$ cat src/hw/arb_pkg.sv
// Constants and types shared by the four-way bus arbiter.
package arb_pkg;

	// ------------------------------------------------------------
	// Cluster size and reset levels
	// ------------------------------------------------------------
	localparam int         NUM_PROCS   = 4;
	localparam logic [3:0] TOKENS_IDLE = 4'h0;
	localparam logic       PRIO_FIXED  = 1'b1;
	localparam logic       FLAG_RESET  = 1'b0;

	// ------------------------------------------------------------
	// Grant states, Gray coded along idle and the owners
	// ------------------------------------------------------------
	typedef enum logic [2:0] {
		ST_IDLE = 3'h0,
		ST_P1   = 3'h1,
		ST_P2   = 3'h3,
		ST_P3   = 3'h2,
		ST_P4   = 3'h6
	} grant_state_t;

endpackage : arb_pkg

$ cat src/hw/next_owner_pick.sv
// Picks the next bus owner among pending requests for either priority scheme, chosen by fixed_sel; fixed order whenever owner is zero.
module next_owner_pick (
	// Pending requests, bit i is processor i+1, active high
	input  wire logic [3:0] pending,
	// Current owner as one-hot, all zero when idle
	input  wire logic [3:0] owner,
	// Scheme: high fixed, low rotating
	input  wire logic       fixed_sel,
	// Chosen processor one-hot, zero when none
	output logic      [3:0] pick
);

	logic [3:0] cand;
	logic [7:0] dbl;
	logic [1:0] base;

	always_comb begin
		cand = pending & ~owner;
		pick = 4'h0;
		base = 2'h0;
		dbl  = {cand, cand};
		for (int i = 0; i < 4; i++) begin
			if (owner[i]) begin
				base = 2'(i);
			end
		end
		if (fixed_sel || owner == 4'h0) begin
			for (int i = 3; i >= 0; i--) begin
				if (cand[i]) begin
					pick = 4'h0;
					pick[i] = 1'b1;
				end
			end
		end else begin
			for (int k = 4; k >= 1; k--) begin
				if (dbl[3'(base) + 3'(k)]) begin
					pick = 4'h0;
					pick[2'(base + 2'(k))] = 1'b1;
				end
			end
		end
	end

endmodule // next_owner_pick

$ cat src/hw/four_way_bus_arbiter.sv
// Four-way external bus arbiter with parked token and selectable priority.
//
// Functional notes
// - All tokens are held low during reset and afterwards until a grant.
// - A sole requester gets its token high; all others stay low.
// - The token stays parked with the master until another processor requests.
// - Simultaneous requests grant exactly one processor, fixed or rotating.
// - Fixed priority: lowest numbered pending requester wins, processor one highest.
// - Rotating priority: next pending requester after current master, wrapping.
// - A priority scheme select input chooses fixed or rotating.
// - High on the select means fixed, low means rotating.
// - Four request inputs, four token outputs, reset and clock.
// - A post-reset delay flag plus three state flip-flops hold grant state.
// - The flag registers inactive reset; grants move only when flag set.
// - Idle drives all tokens low; owner n drives only token n high.
module four_way_bus_arbiter (
	// Clock and reset
	input  wire logic       ref_clk,
	input  wire logic       rst_n,
	// Scheme select, high fixed, low rotating
	input  wire logic       priority_scheme_select,
	// Request lines from processors, active low
	input  wire logic       request_in_p1_n,
	input  wire logic       request_in_p2_n,
	input  wire logic       request_in_p3_n,
	input  wire logic       request_in_p4_n,
	// Token lines to processors, high grants the bus
	output logic            token_out_p1,
	output logic            token_out_p2,
	output logic            token_out_p3,
	output logic            token_out_p4
);

	// ------------------------------------------------------------
	// Input synchronisers
	// ------------------------------------------------------------
	logic [3:0] req_s1_r;
	logic [3:0] req_s2_r;
	logic [3:0] req_s3_r;
	logic [3:0] req_raw;
	logic [3:0] req_nxt;
	logic [3:0] req_r;
	logic [2:0] sel_sh_r;
	logic       sel_nxt;
	logic       sel_r;

	assign req_raw = ~{request_in_p4_n, request_in_p3_n,
	                   request_in_p2_n, request_in_p1_n};

	always_comb begin
		req_nxt = req_r;
		sel_nxt = sel_r;
		for (int i = 0; i < 4; i++) begin
			if (req_s2_r[i] == req_s3_r[i]) begin
				req_nxt[i] = req_s3_r[i];
			end
		end
		if (sel_sh_r[1] == sel_sh_r[2]) begin
			sel_nxt = sel_sh_r[2];
		end
	end

	always_ff @(posedge ref_clk or negedge rst_n) begin
		if (!rst_n) begin
			req_s1_r <= 4'h0;
			req_s2_r <= 4'h0;
			req_s3_r <= 4'h0;
			req_r    <= 4'h0;
			sel_sh_r <= 3'h7;
			sel_r    <= arb_pkg::PRIO_FIXED;
		end else begin
			req_s1_r <= req_raw;
			req_s2_r <= req_s1_r;
			req_s3_r <= req_s2_r;
			req_r    <= req_nxt;
			sel_sh_r <= {sel_sh_r[1:0], priority_scheme_select};
			sel_r    <= sel_nxt;
		end
	end

	// ------------------------------------------------------------
	// Grant state machine
	// ------------------------------------------------------------
	arb_pkg::grant_state_t state_r;
	arb_pkg::grant_state_t state_nxt;
	logic                  delay_flag_r;
	logic                  delay_flag_nxt;
	logic [3:0]            owner;
	logic [3:0]            pick;
	logic [3:0]            token_r;
	logic [3:0]            token_nxt;

	always_comb begin
		unique case (state_r)
			arb_pkg::ST_P1: owner = 4'h1;
			arb_pkg::ST_P2: owner = 4'h2;
			arb_pkg::ST_P3: owner = 4'h4;
			arb_pkg::ST_P4: owner = 4'h8;
			default:        owner = 4'h0;
		endcase
	end

	next_owner_pick u_pick (
		.pending   (req_r),
		.owner     (owner),
		.fixed_sel (sel_r),
		.pick      (pick)
	);

	always_comb begin
		delay_flag_nxt = 1'b1;
		state_nxt      = state_r;
		// Owner keeps the bus while requesting; else hand over.
		if (delay_flag_r && (owner & req_r) == 4'h0) begin
			unique case (pick)
				4'h1:    state_nxt = arb_pkg::ST_P1;
				4'h2:    state_nxt = arb_pkg::ST_P2;
				4'h4:    state_nxt = arb_pkg::ST_P3;
				4'h8:    state_nxt = arb_pkg::ST_P4;
				default: state_nxt = state_r;
			endcase
		end
		unique case (state_nxt)
			arb_pkg::ST_P1: token_nxt = 4'h1;
			arb_pkg::ST_P2: token_nxt = 4'h2;
			arb_pkg::ST_P3: token_nxt = 4'h4;
			arb_pkg::ST_P4: token_nxt = 4'h8;
			default:        token_nxt = arb_pkg::TOKENS_IDLE;
		endcase
		if (state_r != arb_pkg::ST_IDLE && state_r != arb_pkg::ST_P1 &&
		    state_r != arb_pkg::ST_P2 && state_r != arb_pkg::ST_P3 &&
		    state_r != arb_pkg::ST_P4) begin
			state_nxt = arb_pkg::ST_IDLE;
			token_nxt = arb_pkg::TOKENS_IDLE;
		end
	end

	always_ff @(posedge ref_clk or negedge rst_n) begin
		if (!rst_n) begin
			state_r      <= arb_pkg::ST_IDLE;
			delay_flag_r <= arb_pkg::FLAG_RESET;
			token_r      <= arb_pkg::TOKENS_IDLE;
		end else begin
			state_r      <= state_nxt;
			delay_flag_r <= delay_flag_nxt;
			token_r      <= token_nxt;
		end
	end

	assign token_out_p1 = token_r[0];
	assign token_out_p2 = token_r[1];
	assign token_out_p3 = token_r[2];
	assign token_out_p4 = token_r[3];
endmodule // four_way_bus_arbiter

$ cat config.mk
export PLATFORM = sky130hd
export DESIGN_NAME = four_way_bus_arbiter
export DESIGN_NICKNAME = d
export VERILOG_FILES = /design/src/hw/arb_pkg.sv /design/src/hw/next_owner_pick.sv /design/src/hw/four_way_bus_arbiter.sv
export SDC_FILE = /design/constraint.sdc
export NUM_CORES = 1
export LEC_CHECK = 0
export ABC_AREA = 1
export BUFFER_PORTS_ARGS = -buffer_cell sky130_fd_sc_hd__buf_2
export CORE_ASPECT_RATIO = 1.25
export CORE_MARGIN = 8
export CORE_UTILIZATION = 62
export CTS_CLUSTER_DIAMETER = 30
export DETAILED_ROUTE_END_ITERATION = 6
export PLACE_DENSITY = 0.9
export SYNTH_ARGS = -nofsm -noshare
export SYNTH_HDL_FRONTEND = slang
export SYNTH_SLANG_ARGS = --single-unit
$ cat constraint.sdc
create_clock -name ref_clk -period 3.7 [get_ports ref_clk]
set_clock_uncertainty 0.15 [all_clocks]
set_input_delay 0.74 -clock ref_clk [delete_from_list [all_inputs] [get_ports ref_clk]]
set_output_delay 0.74 -clock ref_clk [all_outputs]
set_load 0.005 [all_outputs]
## After elaboration in Yosys (flattened, before gate mapping)

Index checks and enable logic that the tools add are counted.

- Register bits after elaboration: 28
- Logic and storage cells: 103

- Add/sub/neg operators: 7
- Order comparisons: 12
- Equal/unequal tests: 21
- Mux-type cells: 34
- Bitwise logic cells: 4
- Reductions and logical operators: 13

Operators by type and width:

| operator | number |
|---|---|
| 4-bit two-way mux | 10 |
| 4-bit one-hot mux with 4 select lines | 2 |
| 3-bit by 4-bit < comparator with 1-bit output (second input constant) | 4 |
| 1-bit binary-select mux with 3-bit select | 4 |
| 3-bit by 2-bit equality test with 1-bit output (second input constant) | 4 |
| 2-bit by 3-bit < comparator with 1-bit output (second input constant) | 4 |
| 3-bit one-hot mux with 4 select lines | 1 |
| 1-bit logical AND | 9 |
| 1-bit two-way mux | 9 |
| 4-bit AND | 2 |
| 1-bit demux with 2-bit select | 4 |
| 2-bit by 1-bit greater-or-equal comparator with 1-bit output (second input constant) | 4 |
| 4-bit logical NOT | 2 |
| 4-bit NOT | 2 |
| 2-bit by 2-bit adder with 3-bit output (second input constant) | 2 |
| 3-bit by 1-bit equality test with 1-bit output (second input constant) | 2 |
| 3-bit equality test (second input constant) | 2 |
| 3-bit two-way mux | 2 |
| 3-bit by 2-bit inequality test with 1-bit output (second input constant) | 2 |
| 1-bit equality test | 5 |
| 2-bit adder (second input constant) | 2 |
| 4-bit by 1-bit equality test with 1-bit output (second input constant) | 1 |
| 4-bit by 2-bit equality test with 1-bit output (second input constant) | 1 |
| 4-bit by 3-bit equality test with 1-bit output (second input constant) | 1 |
| 9 further kinds | 10 |

## Logic depth before layout (Yosys ltp)

Gate-level depths: netlist of run 1.

- Depth in word-level cells: 20
- Mapped depth: 19
- Mapped depth without buffers: 19

## Cells and area by module

Synthesis of run 1 repeated with hierarchy kept, for this count alone.

- Cell total of the unflattened synthesis: 213
- Area total of the unflattened synthesis: 1,679.1 sq um

By module, submodules not included:

| module | instances | cells an instance | area an instance (sq um) | seq. area each (sq um) |
|---|---|---|---|---|
| four_way_bus_arbiter | 1 | 108 | 1,129.8 | 705.7 |
| next_owner_pick | 1 | 105 | 549.3 | 0.0 |

## Least setup slack after synthesis of run 1

No wires, ideal clock.

- Kind: reg-to-reg
- Start point: register state_r[1]
- End point: register token_r[1]
- Library setup time: 0.072 ns
- Arrival time: 1.797 ns
- Slack: 1.681 ns
- Stages on the path, launching flop included: 17
- Clock period less this slack: 2.019 ns
- Path through: dfrtp_1 buf_2 inv_1 nand3_1 nand2_1 nand2_1 nand3_1 nand2_2 nor2_1 nand2_1 nand2_1 nand2_1 nor2_4 nand3_2 nand3_2 nand3_2 nor2_1

- Word-level cells in the longest chain between the ends: 20

Ends and longest elaborated chain:

| what | RTL line | RTL |
|---|---|---|
| start, declared | four_way_bus_arbiter.sv:84 | `arb_pkg::grant_state_t state_r;` |
| start signal, assigned | four_way_bus_arbiter.sv:140 | `state_r <= arb_pkg::ST_IDLE;` |
| start signal, assigned | four_way_bus_arbiter.sv:144 | `state_r <= state_nxt;` |
| 3-bit equality test (tied with other cells) | four_way_bus_arbiter.sv:94 | `unique case (state_r)` |
| 4-bit one-hot mux with 4 select lines | four_way_bus_arbiter.sv:94 |  |
| 1-bit two-way mux | next_owner_pick.sv:23 | `if (owner[i]) begin` |
| 2-bit two-way mux (2 in series) | next_owner_pick.sv:23 |  |
| 2-bit adder (tied with other cells) | next_owner_pick.sv:38 | `pick[2'(base + 2'(k))] = 1'b1;` |
| 2-bit by 3-bit < comparator with 1-bit output (not written as such) (tied with other cells) | next_owner_pick.sv:38 |  |
| 1-bit logical AND (not written as such) or 1-bit two-way mux (tied branches) | next_owner_pick.sv:38 |  |
| 1-bit two-way mux (not written as such) or 1-bit demux with 2-bit select (tied branches) | -- |  |
| (+4 left out) | -- |  |
| 4-bit two-way mux | next_owner_pick.sv:27 | `if (fixed_sel \|\| owner == 4'h0) begin` |
| 4-bit equality test (tied with other cells) | four_way_bus_arbiter.sv:115 | `unique case (pick)` |
| 3-bit one-hot mux with 4 select lines | four_way_bus_arbiter.sv:115 |  |
| 3-bit two-way mux | four_way_bus_arbiter.sv:114 | `if (delay_flag_r && (owner & req_r) == 4'h0) begin` |
| 3-bit equality test (tied with other cells) | four_way_bus_arbiter.sv:123 | `unique case (state_nxt)` |
| 4-bit one-hot mux with 4 select lines | four_way_bus_arbiter.sv:123 |  |
| 4-bit two-way mux (*) | four_way_bus_arbiter.sv:130 | `if (state_r != arb_pkg::ST_IDLE && state_r != arb_pkg::ST_P1 &&` |
| via token_nxt[1] | four_way_bus_arbiter.sv:91 | `logic [3:0] token_nxt;` |
| end signal, assigned | four_way_bus_arbiter.sv:142 | `token_r <= arb_pkg::TOKENS_IDLE;` |
| end signal, assigned | four_way_bus_arbiter.sv:146 | `token_r <= token_nxt;` |
| end, declared | four_way_bus_arbiter.sv:90 | `logic [3:0] token_r;` |

The timed path passes the listed nets; every way through them passes the cells marked *. The select of a mux whose other input is x is not followed.
A chain may end at the register's enable or synchronous reset.

## Final worst setup path of run 1

Same ends and word-level chain as after synthesis.

==> results of run 1 <==
[cell type report]
type	count	area (µm²)
Sequential cell	28	706
Fill cell	150	653
Tap cell	31	38.8
Timing Repair Buffer	10	50.0
Inverter	27	101
Clock buffer	4	36.3
Multi-Input combinational cell	104	578
[cell families (layout without fill, tap and decap cells)]
kind of cell             after synthesis  in the layout  synth area share [%]
flip-flops                            28             28                  50.8
other                                  1              1                 0.270
adder cells (fa/ha/maj)                5              5                  3.60
buffers and inverters                 28             41                  7.65
AO/OA/AOI/OAI                         10             10                  5.22
AND/OR/NAND/NOR                       88             88                  32.5
[final timing paths]
| kind | to | start | depth (start not counted) | slack (ns) |
|---|---|---|---|---|
| max reg2reg | token_r[1] | state_r[1] | 16 | 1.33 |
| min in group asynchronous | req_s1_r[1] | rst_n | 1 | 0.25 |
| max | token_r[1] | state_r[1] | 16 | 1.33 |
| min reg2reg | req_s2_r[1] | req_s1_r[1] | 0 | 0.22 |
| max in group asynchronous | sel_sh_r[1] | rst_n | 1 | 2.78 |
| min | req_s2_r[1] | req_s1_r[1] | 0 | 0.22 |
[metal layers]
metal,global-route usage (%),wire length [µm],share of wire [%]
met5,0,0,0
met4,9.51,57,2.1
met3,2.78,65,2.4
met2,29.4,1480,55
met1,15.6,1070,40
[metrics by stage]
stage / std cells / util (%) / hold WS (ns) / area (µm²)
finish: 204 / 69.8 / 0.215 / 1510
global route: 204 / 69.8 / 0.219 / 1510
CTS: 204 / 69.8 / 0.217 / 1510
detailed placement: 200 / 68.1 / 0.187 / 1470
global placement: 200 / 68.1 / 0.181 / 1470
floorplan: 160 / - / 0.181 / 1390
[worst max-delay path, cell delays in order (launching register included)]
cell	delay, ns
dfrtp_1	0.56
inv_1	0.13
nand3_1	0.10
nand2_1	0.13
nand2_1	0.12
nand3_1	0.09
nand2_2	0.13
inv_2	0.06
nand3_1	0.07
nand2_1	0.07
nand2_2	0.07
nand2_2	0.07
nor2_4	0.11
nand3_2	0.11
nand3_2	0.13
nand3_2	0.10
nor2_1	0.11
[sequential cells by signal, indices dropped and copies added (netlist names)]
| register | flops |
|---|---|
| req_s2_r | 4 |
| sel_sh_r | 3 |
| req_s1_r | 4 |
| state_r | 3 |
| delay_flag_r | 1 |
| req_r | 4 |
| req_s3_r | 4 |
| sel_r | 1 |
| token_r | 4 |
[power groups by stage]
stage | logic (mW) | registers (mW) | clock network [mW]
after floorplan | 0.465 | 0.386 | 0
after global placement | 0.547 | 0.398 | 0
after detailed placement | 0.567 | 0.403 | 0
after CTS | 0.576 | 0.397 | 0.145
after global routing | 0.657 | 0.405 | 0.156
final | 0.578 | 0.399 | 0.138
[placed cells by master (no fill, tap or decap)]
cell      count
nand2_1      36
dfrtp_1      24
inv_1        22
nand3_1      19
buf_2        10
nor2_1        9
nand2_2       8
inv_2         5
nand3_2       5
a21oi_1       5
maj3_1        5
dfstp_2       4
clkbuf_4      3
nand4_1       2
nor2_2        2
nor3_1        2
nand3_4       1
nand2_4       1
o21ai_4       1
o21ai_1       1
or2_1         1
a21oi_2       1
o221ai_1      1
a221oi_1      1
nor2_4        1
or2_2         1
clkbuf_8      1
conb_1        1
==> summary.md, run 1 <==
| Metric | Value |
|---|---|
| Top post-synthesis cells by area | `dfrtp_1 (43%), nand2_1 (9.7%), dfstp_2 (7.6%), nand3_1 (6.8%), inv_1 (5.9%)` |
| Worst skew pair latency | `~0.31 ns` |
| Layout Area Growth over Synthesis | `8.64%` |
| Gates resized, CTS repair | `0` |
| Area of the placeable core | `about 2200 µm²` |
| Number of violations reported at the end of detailed-routing iteration 0 | `45` |
| Setup TNS | `0 ns` |
| Class of the most critical hold timing path | `reg -> reg` |
| Final #Nets | `181` |
| Critical Path Fanout Max | `8` |
| Number of CTS-inserted buffers | `3` |
| Number of rows created at floorplan | `19` |
| Number of buffers added for setup after CTS | `0` |
| Flop pwr share | `35.7%` |
| Clk Tree Root Cell | `clkbuf_4` |
| Sink Count | `28` |
| Final Total Pwr | `1.11 mW` |
| Die Wd | `a little under 60 µm` |
| Synthesized cell area | `~1400 µm²` |
| Critical path arrival | `about 2.5 ns` |
| Final number of hold-violating endpoints | `0` |
| Antenna violations before repair | `0` |
| GRT Overall Usage | `between 10% and 20%` |
| Pin count of the biggest net entering global routing | `29` |
| Synthesized instance count | `160` |
| Last weighted congestion value of the routability-driven placer | `about 0.95` |
| Most used DFF post-synth | `dfrtp_1` |
| WP data required | `3.81 ns` |
| EDFF count, synth | `0` |
| ANT nets after route | `0` |
| Initial cell density of the core | `64.3%` |
| Start-to-end type of the worst setup path | `reg -> reg` |
| Ys async rst share | `between 90% and 100%` |
| Net switching component of the power | `between 0.5 and 0.6 mW` |
| Endpoint type of the worst setup path | `flop` |
| Leading cell type by number of instances after synthesis | `nand2_1` |
| 1st-pass router iterations | `4` |
| Worst Tran Pin Value | `roughly 0.76 ns` |
| Ratio of cells with drive above 1 in the final layout | `roughly 25%` |
| Clock share of power | `~12%` |
| Detailed Route WL | `~2700 µm` |
| Setup violations, final | `0` |
| Fraction of synthesized cell area taken by the top area cell type | `43.2%` |
| Combinational power share | `51.9%` |
| Via count of the first global-routing pass | `approximately 1200` |
| Maximum number of buffers from clock root to sink | `2` |
| Setup repair after global routing missed its margin | `false` |
| Post-DP HPWL | `about 2100 µm` |
| DP Worst Slack | `about 1.4 ns` |
| IO Count | `11` |
| Total of flip-flops plus latches after synthesis | `28` |
| Number of vias in the routed layout | `between 1000 and 1500` |
| Status | `finished clean` |
| Peak supply drop | `between 0.0005 and 0.0006 V` |
| Syn_area_per_cell | `a little under 9 µm²` |
| Cell type with the highest aggregate area in the netlist | `dfrtp_1` |
| Clock tree from TritonCTS | `done` |
| Power per cell area | `~740 nW/µm²` |
| Switching share of power | `45.8%` |
| Fmax achieved | `roughly 420 MHz` |
| WL/cell | `between 10 and 15 µm` |
| First-pass GRT wire length | `just under 5000 µm` |
| Clock slew seen by the registers of the worst setup and hold paths | `between 0.1 and 0.15 ns` |
| Startpoint Class | `flop` |
| Final worst path period need | `about 2.4 ns` |
| Antenna Cells | `0` |
| Overflow after GRT | `0` |
| Number of hold buffers added after CTS | `0` |
| Sequential share of the synthesized area | `between 50% and 60%` |
| Design internal power | `approximately 0.6 mW` |
| Overall die area | `between 4000 and 5000 µm²` |
| Worst Setup Slack, final | `~1.3 ns` |
| Input/output buffers | `10` |
| DRC | `0` |
| Post-synth net total | `~170` |
| Final critical-path share of the clock period | `64.0%` |
| H-tree levels | `1` |
| Syn. warnings | `0` |
| Die Span Y | `~69 µm` |
| Leakage | `~0.82 nW` |
| Netlist cell types | `26` |
| Worst slew margin relative to its limit | `around 50%` |
| Vias/cell | `between 5 and 6` |
| Max-cap violations | `0` |
| Top cells by instance count after synthesis | `nand2_1 (36), dfrtp_1 (24), inv_1 (22)` |
| Final Max Slew Viols | `0` |
Note: power is estimated with default switching activity, not from simulation.
==> run 2, diff against run 1 <==
--- a/config.mk
+++ b/config.mk
@@ -9,10 +9,10 @@
 export BUFFER_PORTS_ARGS = -buffer_cell sky130_fd_sc_hd__buf_2
 export CORE_ASPECT_RATIO = 1.25
 export CORE_MARGIN = 8
-export CORE_UTILIZATION = 62
+export CORE_UTILIZATION = 58
 export CTS_CLUSTER_DIAMETER = 30
 export DETAILED_ROUTE_END_ITERATION = 6
-export PLACE_DENSITY = 0.9
+export PLACE_DENSITY = 0.85
 export SYNTH_ARGS = -nofsm -noshare
 export SYNTH_HDL_FRONTEND = slang
 export SYNTH_SLANG_ARGS = --single-unit
==> constraint.sdc (replaced) <==
create_clock -name ref_clk -period 2.2 [get_ports ref_clk]
set_clock_uncertainty 0.15 [all_clocks]
set_input_delay 0.44 -clock ref_clk [delete_from_list [all_inputs] [get_ports ref_clk]]
set_output_delay 0.44 -clock ref_clk [all_outputs]
set_load 0.005 [all_outputs]
==> run 2 against run 1 <==
Compared with the run above:
- highest routed layer unchanged
- combinational power rose by 140%
- routed wire length rose by 30%
- register-to-register slack worse by 1.4 ns
- sequential share of layout area fell by 7.0 points
- worst hold slack got worse by 0.16 ns
- worst setup slack worse by 1.4 ns
- first-iteration DRC count decreased by 13%
- the run now ends with negative setup slack left
- final area rose by 18%
==> summary.md, run 2 (same netlist as run 1, synthesis figures left out) <==
| Metric | Value |
|---|---|
| Status | `finished with violations (was finished clean)` |
| First-pass GRT wire length | `5530 µm (was 4820 µm)` |
| Non-Filler Instances | `222 (was 204)` |
| Leading cell types in the layout, fill and taps excluded | `nand2_1 (25), dfrtp_1 (22), inv_1 (20) (was nand2_1 (36), dfrtp_1 (24), inv_1 (22))` |
| Sink Count | `28 (unchanged)` |
| Setup repair after global routing missed its margin | `true (was false)` |
| Post-DP HPWL | `2150 µm (was 2090 µm)` |
| Final number of hold-violating endpoints | `0 (unchanged)` |
| Final worst path period need | `2.27 ns (was 2.37 ns)` |
| Hold path depth | `1 (was 0)` |
| Class of the most critical hold timing path | `in -> reg (was reg -> reg)` |
| Depth of the most critical reg-to-reg path | `15 (was 16)` |
| Setup TNS | `-0.344 ns (was 0 ns)` |
| Via count of the first global-routing pass | `1182 (was 1160)` |
| Violations in the final reports | `negative setup slack` |
| Detailed Route WL | `3470 µm (was 2670 µm)` |
| Area of the multi-input gates | `691 µm² (was 578 µm²)` |
| Ratio of cells with drive above 1 in the final layout | `46.0% (was 25.4%)` |
| Setup violations, final | `7 (was 0)` |
| Clock slew seen by the registers of the worst setup and hold paths | `0.13 ns (about the same)` |
| Final Max Slew Viols | `0 (unchanged)` |
| Pin count of the biggest net entering global routing | `29 (unchanged)` |
| Worst slew margin relative to its limit | `61.7% (was 49.5%)` |
| DP Worst Slack | `-0.0612 ns (was 1.38 ns)` |
| Storage cell area | `708 µm² (was 706 µm²)` |
| Area of the placeable core | `2350 µm² (was 2160 µm²)` |
| Startpoint Class | `flop (unchanged)` |
| Die Span Y | `70.7 µm (was 68.9 µm)` |
| Layout Area Growth over Synthesis | `28.2% (was 8.64%)` |
| Antenna Cells | `0 (unchanged)` |
| Number of rows created at floorplan | `20 (was 19)` |
| Peak supply drop | `0.000871 V (was 0.000588 V)` |
| Placed insts | `208 (was 200)` |
| Maximum number of buffers from clock root to sink | `2 (unchanged)` |
| Critical Path Fanout Max | `8 (unchanged)` |
| WP data required | `2.31 ns (was 3.81 ns)` |
| Clk Tree Root Cell | `clkbuf_4 (unchanged)` |
| Overflow after GRT | `0 (unchanged)` |
| Die Wd | `59.8 µm (was 58.4 µm)` |
| Final Total Pwr | `2.40 mW (was 1.11 mW)` |
| Worst skew pair latency | `0.32 ns (was 0.31 ns)` |
| Worst Tran Pin Value | `0.575 ns (was 0.757 ns)` |
| Input/output buffers | `10 (unchanged)` |
| Number of violations reported at the end of detailed-routing iteration 0 | `39 (was 45)` |
| Last weighted congestion value of the routability-driven placer | `1.00 (was 0.952)` |
| IO Count | `11 (unchanged)` |
| 1st-pass router iterations | `4 (unchanged)` |
| Number of vias in the routed layout | `1186 (was 1088)` |
| Initial cell density of the core | `59.1% (was 64.3%)` |
| Endpoint type of the worst setup path | `flop (unchanged)` |
| H-tree levels | `1 (unchanged)` |
| Fmax achieved | `440 MHz (was 422 MHz)` |
| Antenna violations before repair | `0 (unchanged)` |
| WL/cell | `15.6 µm (was 13.1 µm)` |
| ANT nets after route | `0 (unchanged)` |
| Power per cell area | `1350 nW/µm² (was 738 nW/µm²)` |
| Final #Nets | `197 (was 181)` |
| Max-cap violations | `0 (unchanged)` |
| Start-to-end type of the worst setup path | `reg -> reg (unchanged)` |
| Number of CTS-inserted buffers | `3 (unchanged)` |
| Leakage | `0.932 nW (was 0.819 nW)` |
| Filler cells | `170 (was 150)` |
| Worst hold slack after final layout | `0.0535 ns (was 0.215 ns)` |
| Final critical-path share of the clock period | `103% (was 64.0%)` |
| Overall die area | `4230 µm² (was 4020 µm²)` |
| DRC | `0 (unchanged)` |
| Worst Setup Slack, final | `-0.0749 ns (was 1.33 ns)` |
| GRT Overall Usage | `16.8% (was 15.6%)` |
| Vias/cell | `5.34 (was 5.33)` |
| Most common cell after layout, fill and taps aside | `nand2_1 (unchanged)` |
| Critical path arrival | `2.39 ns (was 2.47 ns)` |
| Clock tree from TritonCTS | `done (unchanged)` |
## run 2: cell types whose count changed in the layout (fill, tap and decap cells not counted), sizes merged
cell and change:
bufinv +1, clkbuf -1, buf +15, dlygate4sd3 +1
## run 2: through the flow
step	util [%]	cell area, µm²
after global routing	75.7	1780
after detailed placement	65.2	1530
after floorplan	-	1390
final	75.7	1780
after CTS	73.0	1720
after global placement	65.2	1530
## run 2: path summary, 6_finish.rpt
path / startpoint / end / slack, ns
worst max-delay path: state_r[1] / token_r[2] / -0.07
worst min-delay path: priority_scheme_select / sel_sh_r[0] / 0.05
worst max register to register: state_r[1] / token_r[2] / -0.07
worst min register to register: sel_sh_r[0] / sel_sh_r[1] / 0.22
max in group asynchronous: rst_n / state_r[2] / 0.97
min in group asynchronous: rst_n / req_s2_r[0] / 0.51
## run 2: final cells by class
type | instances | share of cell area, %
Clock buffer | 3 | 1.26
Clock inverter | 1 | 1.69
Inverter | 27 | 5.83
Multi-Input combinational cell | 104 | 38.8
Sequential cell | 28 | 39.7
Tap cell | 33 | 2.32
Timing Repair Buffer | 26 | 10.4
## run 2: power by group
| group | switching (mW) | internal, mW |
|---|---|---|
| Combinational | 0.854 | 0.545 |
| Sequential | 0.0809 | 0.596 |
| Clock | 0.142 | 0.184 |
## run 2: routing by layer
metal / GRT usage [%] / up-vias / part of all wire [%]
li1: - / 560 / -
met1: 18.5 / 584 / 38
met2: 30.4 / 32 / 56
met3: 2.18 / 10 / 2.9
met4: 7.45 / 0 / 2.6
met5: 0 / - / 0
## run 2: worst max-delay path, stage by stage (launching register included)
cell and delay, ns:
dfrtp_2 0.52, inv_2 0.06, nand3_1 0.11, nand2_2 0.11, o21ai_4 0.21, nand2_2 0.10
buf_4 0.15, nand3_1 0.08, nand2_1 0.06, nand2_2 0.07, nand2_2 0.06, nor2_4 0.11
nand3_2 0.10, nand3_2 0.11, nand3_2 0.10, nor2_2 0.12
## run 2: timing repair
action | CTS | global route
gates cloned | 0 | 0
resized for setup | 23 | 12
pin swaps | 12 | 7
endpoints found under the hold margin | 24 | 0
hold buffers | 1 | 0
setup buffers | 6 | 3
endpoints found under the setup margin | 5 | 7
==> run 3, diff against run 2 <==
--- a/config.mk
+++ b/config.mk
@@ -12,6 +12,7 @@
 export CORE_UTILIZATION = 58
 export CTS_CLUSTER_DIAMETER = 30
 export DETAILED_ROUTE_END_ITERATION = 6
+export MAX_ROUTING_LAYER = met4
 export PLACE_DENSITY = 0.85
 export SYNTH_ARGS = -nofsm -noshare
 export SYNTH_HDL_FRONTEND = slang
==> run 3 against run 2 <==
Compared with the run above:
- the flow still finishes with violations (negative setup slack)
- sequential power decreased by 2%
- routed wire length is 0.58% higher
- worst hold slack improved by 0.0045 ns
- critical path depth up 2
- non-clock buffer count is 3 higher
- die area unchanged
==> summary.md, run 3 (same netlist as run 1, synthesis figures left out) <==
| Metric | Value |
|---|---|
| Setup repair after global routing missed its margin | `true (unchanged)` |
| Clock tree from TritonCTS | `done (unchanged)` |
| 1st-pass router iterations | `4 (unchanged)` |
| Reg-to-reg startpoint | `state_r[1] (unchanged)` |
| Layout Area Growth over Synthesis | `30.9% (was 28.2%)` |
| WL/cell | `15.5 µm (was 15.6 µm)` |
| Worst Tran Pin Value | `0.577 ns (was 0.575 ns)` |
| Leakage | `0.953 nW (was 0.932 nW)` |
| Peak supply drop | `0.00113 V (was 0.000871 V)` |
| Depth of the most critical reg-to-reg path | `17 (was 15)` |
| IO Count | `11 (unchanged)` |
| Clock slew seen by the registers of the worst setup and hold paths | `0.13 ns (about the same)` |
| Worst Hold End | `sel_sh_r[0] (unchanged)` |
| Via count of the first global-routing pass | `1184 (was 1182)` |
| Filler cells | `168 (was 170)` |
| Max-cap violations | `0 (unchanged)` |
| Endpoint of the lowest-slack register-to-register path | `token_r[1] (was token_r[2])` |
| Worst slew margin relative to its limit | `61.6% (was 61.7%)` |
| Worst skew pair latency | `0.32 ns (about the same)` |
| Startpoint of the most critical hold path | `priority_scheme_select (unchanged)` |
| Number of rows created at floorplan | `20 (unchanged)` |
| Vias/cell | `5.32 (was 5.34)` |
| Storage cell area | `708 µm² (unchanged)` |
| Overflow after GRT | `0 (unchanged)` |
| Area of the placeable core | `2350 µm² (unchanged)` |
| Number of CTS-inserted buffers | `3 (unchanged)` |
| Class of the most critical hold timing path | `in -> reg (unchanged)` |
| Initial cell density of the core | `59.1% (unchanged)` |
| H-tree levels | `1 (unchanged)` |
| Status | `finished with violations (unchanged)` |
| Post-DP HPWL | `2100 µm (was 2150 µm)` |
| Pin count of the biggest net entering global routing | `29 (unchanged)` |
| GRT Overall Usage | `14.9% (was 16.8%)` |
| Final Max Slew Viols | `0 (unchanged)` |
| Start-to-end type of the worst setup path | `reg -> reg (unchanged)` |
| Input/output buffers | `10 (unchanged)` |
| Most common cell after layout, fill and taps aside | `nand2_1 (unchanged)` |
| Maximum number of buffers from clock root to sink | `2 (unchanged)` |
| Leading cell types in the layout, fill and taps excluded | `nand2_1 (25), inv_1 (22), dfrtp_1 (22) (was nand2_1 (25), dfrtp_1 (22), inv_1 (20))` |
| Number of violations reported at the end of detailed-routing iteration 0 | `32 (was 39)` |
| Flop-to-flop setup slack | `-0.13 ns (was -0.07 ns)` |
| Violations in the final reports | `negative setup slack (unchanged)` |
| Die Wd | `59.8 µm (unchanged)` |
| DRC | `0 (unchanged)` |
| Clk Tree Root Cell | `clkbuf_4 (unchanged)` |
| Antenna violations before repair | `0 (unchanged)` |
| Startpoint Class | `flop (unchanged)` |
| Power per cell area | `1380 nW/µm² (was 1350 nW/µm²)` |
| Area of the multi-input gates | `693 µm² (was 691 µm²)` |
| Final number of hold-violating endpoints | `0 (unchanged)` |
| Final worst path period need | `2.33 ns (was 2.27 ns)` |
| Ratio of cells with drive above 1 in the final layout | `45.8% (was 46.0%)` |
| First-pass GRT wire length | `4950 µm (was 5530 µm)` |
| DP Worst Slack | `-0.0925 ns (was -0.0612 ns)` |
| Final #Nets | `200 (was 197)` |
| Fmax achieved | `428 MHz (was 440 MHz)` |
| Endpoint type of the worst setup path | `flop (unchanged)` |
| ANT nets after route | `0 (unchanged)` |
| Share of the core filled with cells | `77.3% (was 75.7%)` |
| Worst Setup Slack, final | `-0.134 ns (was -0.0749 ns)` |
| Detailed Route WL | `3490 µm (was 3470 µm)` |
| Setup violations, final | `7 (unchanged)` |
| Die Span Y | `70.7 µm (unchanged)` |
| Number of vias in the routed layout | `1197 (was 1186)` |
| Antenna Cells | `0 (unchanged)` |
| Final critical-path share of the clock period | `106% (was 103%)` |
| Overall die area | `4230 µm² (unchanged)` |
| WP data required | `2.27 ns (was 2.31 ns)` |
| Critical path arrival | `2.41 ns (was 2.39 ns)` |
| Hold path depth | `1 (unchanged)` |
| Critical Path Fanout Max | `7 (was 8)` |
| Last weighted congestion value of the routability-driven placer | `1.02 (was 1.00)` |
| Sink Count | `28 (unchanged)` |
==> run 3: cell types whose count changed in the layout (fill, tap and decap cells not counted), sizes merged <==
cell	delta
buf	+3
==> run 3: cell type report <==
cell class | count | share of cell area (%)
Timing Repair Buffer | 29 | 12.1
Clock inverter | 1 | 1.65
Multi-Input combinational cell | 104 | 38.1
Clock buffer | 3 | 1.24
Inverter | 27 | 5.71
Tap cell | 33 | 2.27
Sequential cell | 28 | 38.9
==> run 3: per-stage QoR <==
stage | power, mW | hold WS [ns] | setup TNS, ns | cell area (µm²) | cells
after global placement | 1.67 | 0.182 | 0 | 1530 | 208
after global routing | 2.67 | 0.0393 | -1.78 | 1820 | 225
after CTS | 2.15 | 0.0431 | -0.0828 | 1670 | 218
after floorplan | 1.43 | -0.00559 | 0 | 1390 | 160
after detailed placement | 1.72 | 0.187 | -0.187 | 1530 | 208
final | 2.51 | 0.0580 | -0.666 | 1820 | 225
==> run 3: power by group <==
group / leakage (nW) / switching (mW) / internal, mW
Combinational: 0.596 / 0.915 / 0.606
Sequential: 0.329 / 0.0707 / 0.596
Clock: 0.0279 / 0.138 / 0.184
==> run 3: worst max path at each step <==
| stage | end | slack (ns) | startpoint | cells after the start |
|---|---|---|---|---|
| detailed placement | token_r[1] | -0.09 | state_r[1] | 16 |
| global placement | token_r[2] | 0.04 | state_r[1] | 18 |
| floorplan | token_r[1] | 0.18 | state_r[1] | 16 |
| finish | token_r[1] | -0.13 | state_r[1] | 17 |
| CTS | token_r[1] | -0.06 | state_r[2] | 17 |
| global route | token_r[1] | -0.28 | state_r[1] | 15 |
==> run 3: layer usage <==
metal / global-route usage [%] / share of wire [%] / vias to the layer above
li1: - / - / 568
met1: 16.9 / 39 / 568
met2: 24.5 / 52 / 34
met3: 1.45 / 2.7 / 27
met4: 8.51 / 5.9 / 0
met5: - / 0 / -
==> run 3: what timing repair did <==
item,4_1_cts,5_1_grt
pin swaps,7,8
hold buffers,1,0
resized for setup,9,24
cloned,0,0
setup buffers,5,7
endpoints found under the hold margin,24,0
setup endpoints to repair,7,7
==> run 3: critical path: stages (launching register included) <==
cell and delay [ns]:
dfrtp_2 0.51, buf_12 0.16, nand3_4 0.10, nand2_4 0.09, nand2_2 0.09, nand3_2 0.09, nand2_4 0.11, inv_2 0.05
nand3_1 0.07, nand2_1 0.07, nand2_2 0.08, nand2_2 0.07, nor2_4 0.13, nand3_1 0.13, nand3_2 0.11, nand2_4 0.09
nand2_2 0.09, nor2_2 0.04
